===== src/irqrh_pkg.sv =====
// Purpose: shared constants and types of the interrupt request handler
// Assumes: apb byte address is four times the register index
// Notes:   ic registers sit at indices 0x50..0x57, timer a0 at 0x55
`default_nettype none
package irqrh_pkg;

  // ----------------------------------------------------------------
  // sizes
  // ----------------------------------------------------------------
  localparam int NSRC   = 8;
  localparam int ADDR_W = 12;

  // ----------------------------------------------------------------
  // register indices (byte address = index * 4)
  // ----------------------------------------------------------------
  localparam logic [9:0] IDX_ACK     = 10'h000;
  localparam logic [9:0] IDX_IC_BASE = 10'h050;
  localparam logic [9:0] IDX_TIMER_A0_IRQ_CONTROL   = 10'h055;
  localparam logic [9:0] IDX_PORT8   = 10'h0f0;
  localparam logic [9:0] IDX_SYSCTL  = 10'h100;
  localparam logic [9:0] IDX_SP      = 10'h101;
  localparam logic [9:0] IDX_STS     = 10'h102;
  localparam logic [9:0] IDX_MSK     = 10'h103;

  // ----------------------------------------------------------------
  // field positions
  // ----------------------------------------------------------------
  localparam int IC_LVL_LSB   = 0;
  localparam int IC_REQ_BIT   = 3;
  localparam int IC_POL_BIT   = 4;
  localparam int P8_NMI_BIT   = 5;
  localparam int CTL_STOP_BIT = 0;
  localparam int CTL_WAIT_BIT = 1;
  localparam int EV_NMI       = 0;
  localparam int EV_SWACK     = 1;
  localparam int EV_STOPREF   = 2;
  localparam int ACK_VLD_BIT  = 7;
  localparam int ACK_LVL_LSB  = 4;
  localparam int NUM_PINS     = 2;

  // ----------------------------------------------------------------
  // reset values
  // ----------------------------------------------------------------
  localparam logic [7:0]  IC_RST   = 8'h00;
  localparam logic [15:0] SP_RST   = 16'h0000;
  localparam logic [2:0]  MSK_RST  = 3'h0;
  localparam logic [2:0]  SYNC_RST = 3'h4;

  // ----------------------------------------------------------------
  // types
  // ----------------------------------------------------------------
  typedef struct packed {
    logic       strobe;
    logic       valid;
    logic [2:0] num;
    logic [2:0] lvl;
  } irqrh_ack_t;

  typedef struct packed {
    logic [NSRC-1:0][7:0] ic;
    logic [1:0]           pin_eff;
    logic                 nmi_lvl;
    logic                 nmi_pend;
    logic                 stop;
    logic                 wait_m;
    logic                 halt;
    logic [15:0]          sp;
    logic [2:0]           sts;
    logic [2:0]           msk;
    logic                 irq;
    logic [31:0]          prdata;
    logic                 pready;
    logic                 pslverr;
    irqrh_ack_t           ack;
  } irqrh_state_t;

endpackage
`default_nettype wire


===== src/irqrh_sync.sv =====
// Purpose: two-flop synchroniser for asynchronous pins
// Assumes: one destination clock
// Notes:   first stage is read only by the second
`default_nettype none
`timescale 1ns/1ps
module irqrh_sync #(
  parameter int              WIDTH = 3,
  parameter logic [WIDTH-1:0] RST  = '0
) (
  // clock and reset
  input  wire logic             pclk,
  input  wire logic             presetn,
  // data
  input  wire logic [WIDTH-1:0] d,
  output logic      [WIDTH-1:0] q
);

  logic [WIDTH-1:0] meta_q;

  always_ff @(posedge pclk or negedge presetn)
  begin
    if (!presetn)
    begin
      meta_q <= RST;
      q      <= RST;
    end
    else
    begin
      meta_q <= d;
      q      <= meta_q;
    end
  end

endmodule
`default_nettype wire


===== src/irqrh_ctrl.sv =====
// Purpose: interrupt request handler with apb registers and cpu ack port
// Assumes: pins are asynchronous, cpu strobes are on pclk
// Notes:   one wait state on every apb access
//
// Behaviour
// ack presents number and level to cpu
// ack clears the supplied request bit
// any read of ack address clears too
// software must never read ack address
// stack pointer resets to zero
// software loads stack pointer before interrupts
// nmi cannot be disabled
// nmi pin readable as port bit
// stop request forced zero while nmi low
// wait with nmi low keeps oscillator running
// nmi levels held two clocks plus 300ns
// polarity change may set request bit
// software clears request after polarity change
// software restarts watchdog after its interrupt
// rewrite control register only with interrupts off
// writing zero clears level and request
// software waits before re-enabling interrupts
// request during rewrite is preserved
// highest nonzero level pending source selected
//
// Chosen here: the APB interface to the registers.
`default_nettype none
`timescale 1ns/1ps
module irqrh_ctrl (
  // clock and reset
  input  wire logic                         pclk,
  input  wire logic                         presetn,
  // apb slave
  input  wire logic                         psel,
  input  wire logic                         penable,
  input  wire logic                         pwrite,
  input  wire logic [irqrh_pkg::ADDR_W-1:0] paddr,
  input  wire logic [31:0]                  pwdata,
  output logic      [31:0]                  prdata,
  output logic                              pready,
  output logic                              pslverr,
  // pins
  input  wire logic                         nmi_n_pin,
  input  wire logic [1:0]                   ext_request_pins,
  // on-chip request sources
  input  wire logic [irqrh_pkg::NSRC-1:0]   irq_src,
  // cpu core
  input  wire logic                         cpu_ack_req,
  input  wire logic                         cpu_nmi_ack,
  output irqrh_pkg::irqrh_ack_t             cpu_ack,
  output logic                              nmi_req,
  output logic                              cpu_halt,
  output logic                              osc_stop,
  output logic      [15:0]                  stack_ptr,
  // interrupt to system
  output logic                              irq
);
  import irqrh_pkg::*;

  irqrh_state_t     s_q;
  irqrh_state_t     s_d;
  logic [2:0]       sync_q;
  logic             nmi_s;
  logic [NSRC-1:0]  evt;
  logic [1:0]       eff;
  irqrh_ack_t       sel;
  logic [9:0]       idx;
  logic             prep;
  logic             wr;
  logic             rd;
  logic             ic_hit;

  // ----------------------------------------------------------------
  // pin synchronisers
  // ----------------------------------------------------------------
  irqrh_sync #(
    .WIDTH (3),
    .RST   (SYNC_RST)
  ) u_sync (
    .pclk    (pclk),
    .presetn (presetn),
    .d       ({nmi_n_pin, ext_request_pins}),
    .q       (sync_q)
  );
  assign nmi_s = sync_q[2];

  // ----------------------------------------------------------------
  // per-source request events
  // ----------------------------------------------------------------
  for (genvar i = 0; i < NSRC; i++)
  begin : g_evt
    if (i < NUM_PINS)
    begin : g_pin
      // polarity flip changes eff and can raise a request
      assign eff[i] = sync_q[i] ^ s_q.ic[i][IC_POL_BIT];
      assign evt[i] = eff[i] & ~s_q.pin_eff[i];
    end
    else
    begin : g_int
      assign evt[i] = irq_src[i];
    end
  end

  // ----------------------------------------------------------------
  // priority selection
  // ----------------------------------------------------------------
  function automatic irqrh_ack_t pick(input logic [NSRC-1:0][7:0] ic);
    irqrh_ack_t r;
    r = '0;
    for (int i = 0; i < NSRC; i++)
    begin
      if (ic[i][IC_REQ_BIT] && (ic[i][2:0] > r.lvl))
      begin
        r.valid = 1'b1;
        r.num   = 3'(i);
        r.lvl   = ic[i][2:0];
      end
    end
    return r;
  endfunction

  assign sel    = pick(s_q.ic);
  assign idx    = paddr[11:2];
  assign prep   = psel & penable & ~s_q.pready;
  assign wr     = psel & penable & s_q.pready & pwrite;
  assign rd     = psel & penable & s_q.pready & ~pwrite;
  assign ic_hit = (idx[9:3] == IDX_IC_BASE[9:3]);

  // ----------------------------------------------------------------
  // next state
  // ----------------------------------------------------------------
  always_comb
  begin
    logic [2:0] ev;
    logic       wake;
    ev   = '0;
    s_d  = s_q;
    wake = sel.valid | s_q.nmi_pend;
    // apb read data and answer
    s_d.pready  = prep;
    s_d.pslverr = 1'b0;
    if (prep)
    begin
      s_d.prdata = '0;
      if (ic_hit)
        s_d.prdata[7:0] = s_q.ic[idx[2:0]];
      else if (idx == IDX_ACK)
        s_d.prdata[7:0] = {sel.valid, sel.lvl, 1'b0, sel.num};
      else if (idx == IDX_PORT8)
        s_d.prdata[P8_NMI_BIT] = nmi_s;
      else if (idx == IDX_SYSCTL)
        s_d.prdata[1:0] = {s_q.wait_m, s_q.stop};
      else if (idx == IDX_SP)
        s_d.prdata[15:0] = s_q.sp;
      else if (idx == IDX_STS)
        s_d.prdata[2:0] = s_q.sts;
      else if (idx == IDX_MSK)
        s_d.prdata[2:0] = s_q.msk;
      else
        s_d.pslverr = 1'b1;
    end
    if (rd && idx == IDX_ACK)
      ev[EV_SWACK] = 1'b1;
    // request bits
    for (int i = 0; i < NSRC; i++)
    begin
      if (wr && ic_hit && idx[2:0] == 3'(i))
        s_d.ic[i] = {3'h0, pwdata[4:0]};
      if (cpu_ack_req && sel.valid && sel.num == 3'(i))
        s_d.ic[i][IC_REQ_BIT] = 1'b0;
      if (rd && idx == IDX_ACK && s_q.prdata[ACK_VLD_BIT]
          && s_q.prdata[2:0] == 3'(i))
        s_d.ic[i][IC_REQ_BIT] = 1'b0;
      if (evt[i])
        s_d.ic[i][IC_REQ_BIT] = 1'b1;
    end
    s_d.pin_eff = eff;
    // cpu acknowledge
    s_d.ack.strobe = cpu_ack_req;
    if (cpu_ack_req)
    begin
      s_d.ack.valid = sel.valid;
      s_d.ack.num   = sel.num;
      s_d.ack.lvl   = sel.lvl;
    end
    // nmi: falling edge, no enable gates it
    s_d.nmi_lvl = nmi_s;
    if (cpu_nmi_ack)
      s_d.nmi_pend = 1'b0;
    if (s_q.nmi_lvl && !nmi_s)
    begin
      s_d.nmi_pend = 1'b1;
      ev[EV_NMI]   = 1'b1;
    end
    // power modes
    if (wr && idx == IDX_SYSCTL)
    begin
      s_d.stop   = pwdata[CTL_STOP_BIT] & nmi_s;
      s_d.wait_m = pwdata[CTL_WAIT_BIT];
      s_d.halt   = (pwdata[CTL_STOP_BIT] & nmi_s) | pwdata[CTL_WAIT_BIT];
      if (pwdata[CTL_STOP_BIT] && !nmi_s)
        ev[EV_STOPREF] = 1'b1;
    end
    else if (wake && s_q.halt)
    begin
      s_d.halt   = 1'b0;
      s_d.stop   = 1'b0;
      s_d.wait_m = 1'b0;
    end
    if (!nmi_s)
      s_d.stop = 1'b0;
    // stack pointer, status, mask
    if (wr && idx == IDX_SP)
      s_d.sp = pwdata[15:0];
    if (wr && idx == IDX_MSK)
      s_d.msk = pwdata[2:0];
    if (wr && idx == IDX_STS)
      s_d.sts = s_q.sts & ~pwdata[2:0];
    s_d.sts = s_d.sts | ev;
    s_d.irq = |(s_d.sts & s_d.msk);
  end

  // ----------------------------------------------------------------
  // state register
  // ----------------------------------------------------------------
  always_ff @(posedge pclk or negedge presetn)
  begin
    if (!presetn)
    begin
      s_q         <= '0;
      s_q.ic      <= {NSRC{IC_RST}};
      s_q.nmi_lvl <= 1'b1;
      s_q.sp      <= SP_RST;
      s_q.msk     <= MSK_RST;
    end
    else
      s_q <= s_d;
  end

  assign prdata    = s_q.prdata;
  assign pready    = s_q.pready;
  assign pslverr   = s_q.pslverr;
  assign cpu_ack   = s_q.ack;
  assign nmi_req   = s_q.nmi_pend;
  assign cpu_halt  = s_q.halt;
  assign osc_stop  = s_q.stop;
  assign stack_ptr = s_q.sp;
  assign irq       = s_q.irq;
endmodule
`default_nettype wire


===== config.mk =====
export PLATFORM = sky130hd
export DESIGN_NAME = irqrh_ctrl
export DESIGN_NICKNAME = d
export VERILOG_FILES = /design/src/irqrh_pkg.sv /design/src/irqrh_sync.sv /design/src/irqrh_ctrl.sv
export SDC_FILE = /design/constraint.sdc
export NUM_CORES = 1
export LEC_CHECK = 0
export BUFFER_PORTS_ARGS = -buffer_cell sky130_fd_sc_hd__buf_2
export CORE_MARGIN = 1
export CORE_UTILIZATION = 56
export DETAILED_ROUTE_END_ITERATION = 8
export PLACE_DENSITY_LB_ADDON = 0.12
export SLEW_MARGIN = 20
export SYNTH_ARGS = -nofsm -noshare
export SYNTH_HDL_FRONTEND = slang
export SYNTH_HIERARCHICAL = 1
export SYNTH_SLANG_ARGS = --single-unit

===== constraint.sdc =====
create_clock -name pclk -period 12.15 [get_ports pclk]
set_input_delay 2.43 -clock pclk [delete_from_list [all_inputs] [get_ports pclk]]
set_output_delay 2.43 -clock pclk [all_outputs]
set_load 0.03 [all_outputs]

==> results of run 1 <==
## sequential cells by signal, summed over array words and instances (netlist names)
register,cells
osc_stop,1
u_sync/q,3
cpu_halt,1
u_sync/meta_q,3
prdata,16
stack_ptr,16
pready,1
irq,1
pslverr,1
cpu_ack,8
s_q,50
nmi_req,1
## critical path: cells and delay by family (launching register included)
| family | cells | cell delay [ns] |
|---|---|---|
| AO/OA/AOI/OAI | 12 | 2.07 |
| AND/OR/NAND/NOR | 25 | 4.12 |
| buffers and inverters | 2 | 0.12 |
| multiplexers | 4 | 1.18 |
| flip-flops | 1 | 0.44 |
| adder cells (fa/ha/maj) | 8 | 2.39 |
## cell type report
cell class,instances,area share
Clock buffer,10,0.0196
Clock inverter,6,0.00978
Inverter,21,0.0121
Multi-Input combinational cell,403,0.471
Sequential cell,102,0.392
Tap cell,136,0.0261
Timing Repair Buffer,89,0.0694
## logic make-up (layout without fill, tap and decap cells)
family / count (synthesis) / count (layout) / share of synthesized area
compound gates: 113 / 113 / 0.139
xor+xnor: 2 / 2 / 0.00284
fa+ha+maj: 16 / 16 / 0.0305
buf+inv: 95 / 126 / 0.0948
flops: 102 / 102 / 0.415
mux: 80 / 80 / 0.163
other cells: 1 / 16 / 0.000609
simple gates: 176 / 176 / 0.154
## cell usage after synthesis (3+ instances only)
cell type  count
buf_4         56
a22oi_1        6
o21ai_1        3
and2_1         5
o21ai_0       15
nor3b_1        6
nand4_1        4
o21bai_1       3
nand2b_1      17
a22o_1         8
mux2_2        56
o22ai_1        3
nor2_1        40
mux2i_1       12
nor3_2         3
a21oi_1       14
buf_1          3
clkbuf_1      11
nor2b_1        4
o221ai_1       4
dfrtp_1       99
a21oi_2        3
mux4_2        10
o211ai_1       6
ha_1          11
nor3_1         9
inv_1         21
a31oi_1        6
nand3_1       19
nand2_1       42
dfstp_2        3
and3_1         9
a21o_1         6
o31ai_1        3
a21boi_0       4
a31o_1         3
maj3_1         5
## worst min-delay path by stage
| stage | start | slack [ns] | depth (start not counted) | end |
|---|---|---|---|---|
| after detailed placement | u_sync/meta_q[1] | 0.34 | 0 | u_sync/q[1] |
| after global placement | u_sync/meta_q[0] | 0.33 | 0 | u_sync/q[0] |
| after floorplan | u_sync/meta_q[0] | 0.33 | 0 | u_sync/q[0] |
| after CTS | u_sync/meta_q[2] | 0.35 | 0 | u_sync/q[2] |
| after global routing | u_sync/meta_q[2] | 0.35 | 0 | u_sync/q[2] |
| final | u_sync/meta_q[2] | 0.35 | 0 | u_sync/q[2] |
## where the power goes
| part | switching [mW] | internal [mW] |
|---|---|---|
| combinational | 0.169 | 0.0931 |
| sequential | 0.0211 | 0.361 |
| clock | 0.131 | 0.0804 |
## metal layers
| layer | global-route usage | vias up |
|---|---|---|
| li1 | - | 2139 |
| met2 | 0.432 | 191 |
| met5 | 0 | - |
| met1 | 0.380 | 2307 |
| met3 | 0.0578 | 16 |
| met4 | 0.0724 | 0 |
## stage by stage
step           hold WS [ns]  setup slack [ns]  std cells
2_1_floorplan         0.331              3.17        600
3_3_place_gp          0.332              2.00        751
3_5_place_dp          0.343              1.80        751
4_1_cts               0.351              1.72        767
5_1_grt               0.352             0.778        767
6_report              0.354              1.70        767
==> results.tsv, run 1 <==
stage	metric	value	unit
status	outcome	completed	
critical_path	slowest stage delay, CP	0.44	ns
die	Die ar.	11400	um2
cells_and_area	cell area after layout	6530	um2
synthesis	Syn Inst Count	585	
global_routing	largest net degree at the start of global routing	73	
placement	DP HPWL	11100	um
placement	placed cell area	6330	um2
critical_path	Critical Path Start Type	flop	
global_routing	number of global-route vias before repair	4541	
global_routing	initial antenna violation count	0	
placement	Final GP Congestion	0.867	
sta	Max Slew Vio Count	0	
global_routing	first-pass GRT wire length	23800	um
routing	DR pass1 iterations	4	
synthesis	sequential share of the synthesized area	0.415	
cells_and_area	nets	699	
critical_path	Slowest-stage cell, CP	dfrtp_1	
routing	met2 WL post-DR	7000	um
sta	final worst-path cycle share	0.860	
clock_tree	setup bufs post-CTS	0	
critical_path	depth of the most critical reg-to-reg path	51	
die	Rows	37	
die	height of the die	107	um
die	initial core utilization	0.586	
critical_path	reg2reg setup slack	1.70	ns
pwr	total power	0.856	mW
synthesis	commonest register cell after synthesis	dfrtp_1	
critical_path	Critical R2R Capture	s_q[91]	
sta	Setup TNS Final	0	ns
critical_path	Critical Path Start	s_q[75]	
synthesis	post-synthesis register bit count	102	
clock_tree	clock sinks	102	
sta	fmax	95.7	MHz
synthesis	Mapped Area	6160	um2
critical_path	critical path class	flop to flop	
cells_and_area	fin util	0.621	
clock_tree	CTS Buffer Depth	2	
synthesis	Synth cell types	81	
sta	Worst Tran Pin Value	0.906	ns
synthesis	Post-synth EDFFs	0	
clock_tree	cts bufs inserted	9	
sta	Tmin final	10.45	ns
synthesis	Yosys warning count	6	
routing	drt drc	0	
clock_tree	H-tree depth	3	
critical_path	CP Capture Point	s_q[91]	
cells_and_area	commonest non-fill, non-tap cells in the layout	dfrtp_1, buf_2, mux2_2, nand2_1, nor2_1	
synthesis	asr flop ratio synth	1.00	
synthesis	post-synth top area cell	dfrtp_1	
cells_and_area	fillers	882	
clock_tree	CTS resizes	0	
hold_path	Hold/Removal Path Class	flop to flop	
sta	Rel. slew slack	0.396	
critical_path	most frequent CP cell	ha_1	
sta	Hold Fails Final Rpt	0	
cells_and_area	Area growth syn-to-layout	5.93	%
global_routing	gr usage total	0.272	
synthesis	synthesized area per cell	10.5	um2
synthesis	top cell type's share of synthesized area	0.402	
pwr	Lkg Pwr	3.14	nW
clock_tree	Clk pin slew, worst setup/hold paths	0.11	ns
clock_tree	CTS tree	yes	
critical_path	Worst Path Arrival	10.71	ns
cells_and_area	n_diodes	0	
clock_tree	root buffer cell	clkbuf_8	
clock_tree	clk_lat worst skew	0.37	ns
placement	port buffer count	87	
die	# IOs	124	
die	placeable core area	10500	um2
routing	DR top layer	met4	
global_routing	grt ovf	0	
routing	drt total wl	14900	um
critical_path	reg2reg start	s_q[75]	
routing	Antenna Nets Post-Route	0	
cells_and_area	register area	2560	um2
synthesis	Synth area leaders	dfrtp_1, mux2_2, buf_4	
cells_and_area	layout cells sized above 1	0.320	
sta	clk_skew	0.0112	ns
sta	RSZ-0062 raised after global routing	no	
pwr	Peak VDD IR	82.0	uV
routing	routed vias	4653	
cells_and_area	multi-input logic area	3080	um2
routing	Routed met1 length	6600	um
run	Max-Cap Viols	0	
die	Die Wd	107	um
critical_path	WP data required	12.41	ns
critical_path	crit path max fanout	13	
routing	drt via density	6.07	
critical_path	CP Capture Type	flop	
sta	# setup viols final	0	
routing	routed len/inst	19.4	um
pwr	Pwr per Cell Area	131	nW/um2
cells_and_area	leading cell type in the layout, fill and taps excluded	dfrtp_1	
clock_tree	Post-CTS Hold Fix Bufs	0	
routing	wire length on met3	1040	um
routing	Detailed Route Iter0 Violations	305	
Power figures use the tool's default switching activity.
==> inputs of run 2 (changes only) <==
- CELL_PAD_IN_SITES_DETAIL_PLACEMENT: unset -> 0
- CELL_PAD_IN_SITES_GLOBAL_PLACEMENT: unset -> 1
- CORE_UTILIZATION: 56 -> 43
==> run 2 against run 1 <==
Compared with the run above:
- critical path depth rose by 2
- sequential power barely moved
- cell area rose by 2.8%
- die area rose by 30%
- combinational power barely moved
- critical endpoint unchanged
- wire length rose by 5.9%
- total power rose by 11%
- worst setup slack got worse by 0.062 ns
- largest cell class unchanged
- cell count rose by 5.7%
- clock-buffer cell count rose by 1
==> results.tsv, run 2 (synthesis gave the netlist of run 1 again) <==
stage	metric	value	unit
status	outcome	completed	
sta	RSZ-0062 raised after global routing	no	
critical_path	Worst Path Arrival	10.75	ns
global_routing	first-pass GRT wire length	25100	um
pwr	combinational share of power	0.276	
clock_tree	cts bufs inserted	9	
pwr	Clk network pwr share	0.321	
clock_tree	clk_lat worst skew	0.35	ns
routing	DR pass1 iterations	4	
critical_path	Critical Path Start	s_q[75]	
clock_tree	CTS resizes	0	
hold_path	Hold/Removal Path Class	flop to flop	
critical_path	WP data required	12.39	ns
sta	fmax	95.1	MHz
sta	post-route setup slack	1.64	ns
die	Rows	43	
global_routing	number of global-route vias before repair	4432	
pwr	NetSw	0.324	mW
placement	Final GP Congestion	0.817	
die	Die ar.	14800	um2
cells_and_area	most flop-heavy register	s_q	
pwr	Sw Ratio	0.341	
cells_and_area	nets	699	
sta	clk_skew	0.00351	ns
pwr	Pwr per Cell Area	142	nW/um2
critical_path	CP Capture Type	flop	
routing	drt via density	5.67	
clock_tree	CTS tree	yes	
clock_tree	H-tree depth	3	
routing	routed vias	4599	
sta	final worst-path cycle share	0.865	
clock_tree	Clk pin slew, worst setup/hold paths	0.07	ns
pwr	Lkg Pwr	3.20	nW
placement	dpl ws	1.68	ns
cells_and_area	max reg flops	50	
critical_path	critical path class	flop to flop	
routing	Antenna Nets Post-Route	0	
pwr	sequential fraction of design power	0.403	
sta	# setup viols final	0	
sta	Hold Fails Final Rpt	0	
pwr	Power Internal	0.627	mW
routing	drt drc	0	
clock_tree	setup bufs post-CTS	0	
die	Die Wd	122	um
global_routing	largest net degree at the start of global routing	61	
die	# IOs	124	
cells_and_area	fin util	0.481	
clock_tree	Post-CTS Hold Fix Bufs	0	
routing	Detailed Route Iter0 Violations	304	
clock_tree	CTS Buffer Depth	2	
cells_and_area	Area growth syn-to-layout	8.85	%
critical_path	Critical Path Start Type	flop	
cells_and_area	leading cell type in the layout, fill and taps excluded	dfrtp_1	
placement	DP HPWL	11800	um
sta	Rel. slew slack	0.391	
placement	port buffer count	87	
die	initial core utilization	0.442	
cells_and_area	layout cells sized above 1	0.322	
global_routing	grt ovf	0	
cells_and_area	n_diodes	0	
die	height of the die	122	um
clock_tree	root buffer cell	clkbuf_16	
critical_path	Slowest-stage cell, CP	dfrtp_1	
sta	Worst Tran Pin Value	0.906	ns
cells_and_area	commonest non-fill, non-tap cells in the layout	dfrtp_1, buf_2, mux2_2, nand2_1, nor2_1	
global_routing	gr usage total	0.227	
routing	routed len/inst	19.4	um
global_routing	grt met1 use	0.337	
cells_and_area	cell area after layout	6710	um2
global_routing	gr busiest metal	met2	
sta	Max Slew Vio Count	0	
global_routing	GR Util met3	0.0351	
hold_path	Worst Min Path Start	u_sync/meta_q[1]	
global_routing	GR Layer Usage met2	0.339	
pwr	Peak VDD IR	75.9	uV
critical_path	crit path max fanout	13	
die	placeable core area	13900	um2
critical_path	reg2reg start	s_q[75]	
placement	placed cell area	6390	um2
critical_path	slowest stage delay, CP	0.44	ns
run	Max-Cap Viols	0	
routing	drt total wl	15700	um
sta	Setup TNS Final	0	ns
global_routing	initial antenna violation count	0	
clock_tree	clock sinks	102	
sta	Tmin final	10.51	ns
critical_path	most frequent CP cell	ha_1	
run 2: layout make-up:
class	count	area, um2
clock buffer	11	253
tap	180	225
inverter	21	78.8
sequential	102	2560
multi-input combinational	403	3080
timing repair buffer	89	453
fill	1336	7230
clock inverter	5	63.8
run 2: stage by stage:
step	cells	power, mW	hold WS (ns)
6_report	811	0.951	0.349
5_1_grt	811	0.999	0.354
4_1_cts	811	0.960	0.351
3_5_place_dp	795	0.650	0.335
3_3_place_gp	795	0.649	0.334
2_1_floorplan	600	0.594	0.331
run 2: critical path: cells and delay by family, from the launching register on:
family | cells | cell delay (ns)
adder cells (fa/ha/maj) | 7 | 1.99
multiplexers | 4 | 1.19
buffers and inverters | 2 | 0.12
AND/OR/NAND/NOR | 27 | 4.32
AO/OA/AOI/OAI | 13 | 2.33
flip-flops | 1 | 0.44
run 2: worst paths after layout:
kind                            slack, ns     endpoint  cells after the start
worst min register to register       0.35  u_sync/q[1]                      0
worst max register to register       1.64      s_q[91]                     53
worst max-delay path                 1.64      s_q[91]                     53
min in group asynchronous            2.07      s_q[91]                      1
max in group asynchronous            8.86     cpu_halt                      2
worst min-delay path                 0.35  u_sync/q[1]                      0
run 2: metal layers:
metal,share of wire,up-vias
met5,0,-
met4,0.012,0
met3,0.041,18
met2,0.46,118
met1,0.49,2323
li1,-,2140
run 2: power groups by stage:
stage	combinational (mW)	sequential [mW]	clock (mW)
2_1_floorplan	0.211	0.383	0
3_3_place_gp	0.261	0.388	0
3_5_place_dp	0.262	0.389	0
4_1_cts	0.264	0.383	0.313
5_1_grt	0.289	0.386	0.324
6_report	0.263	0.383	0.305
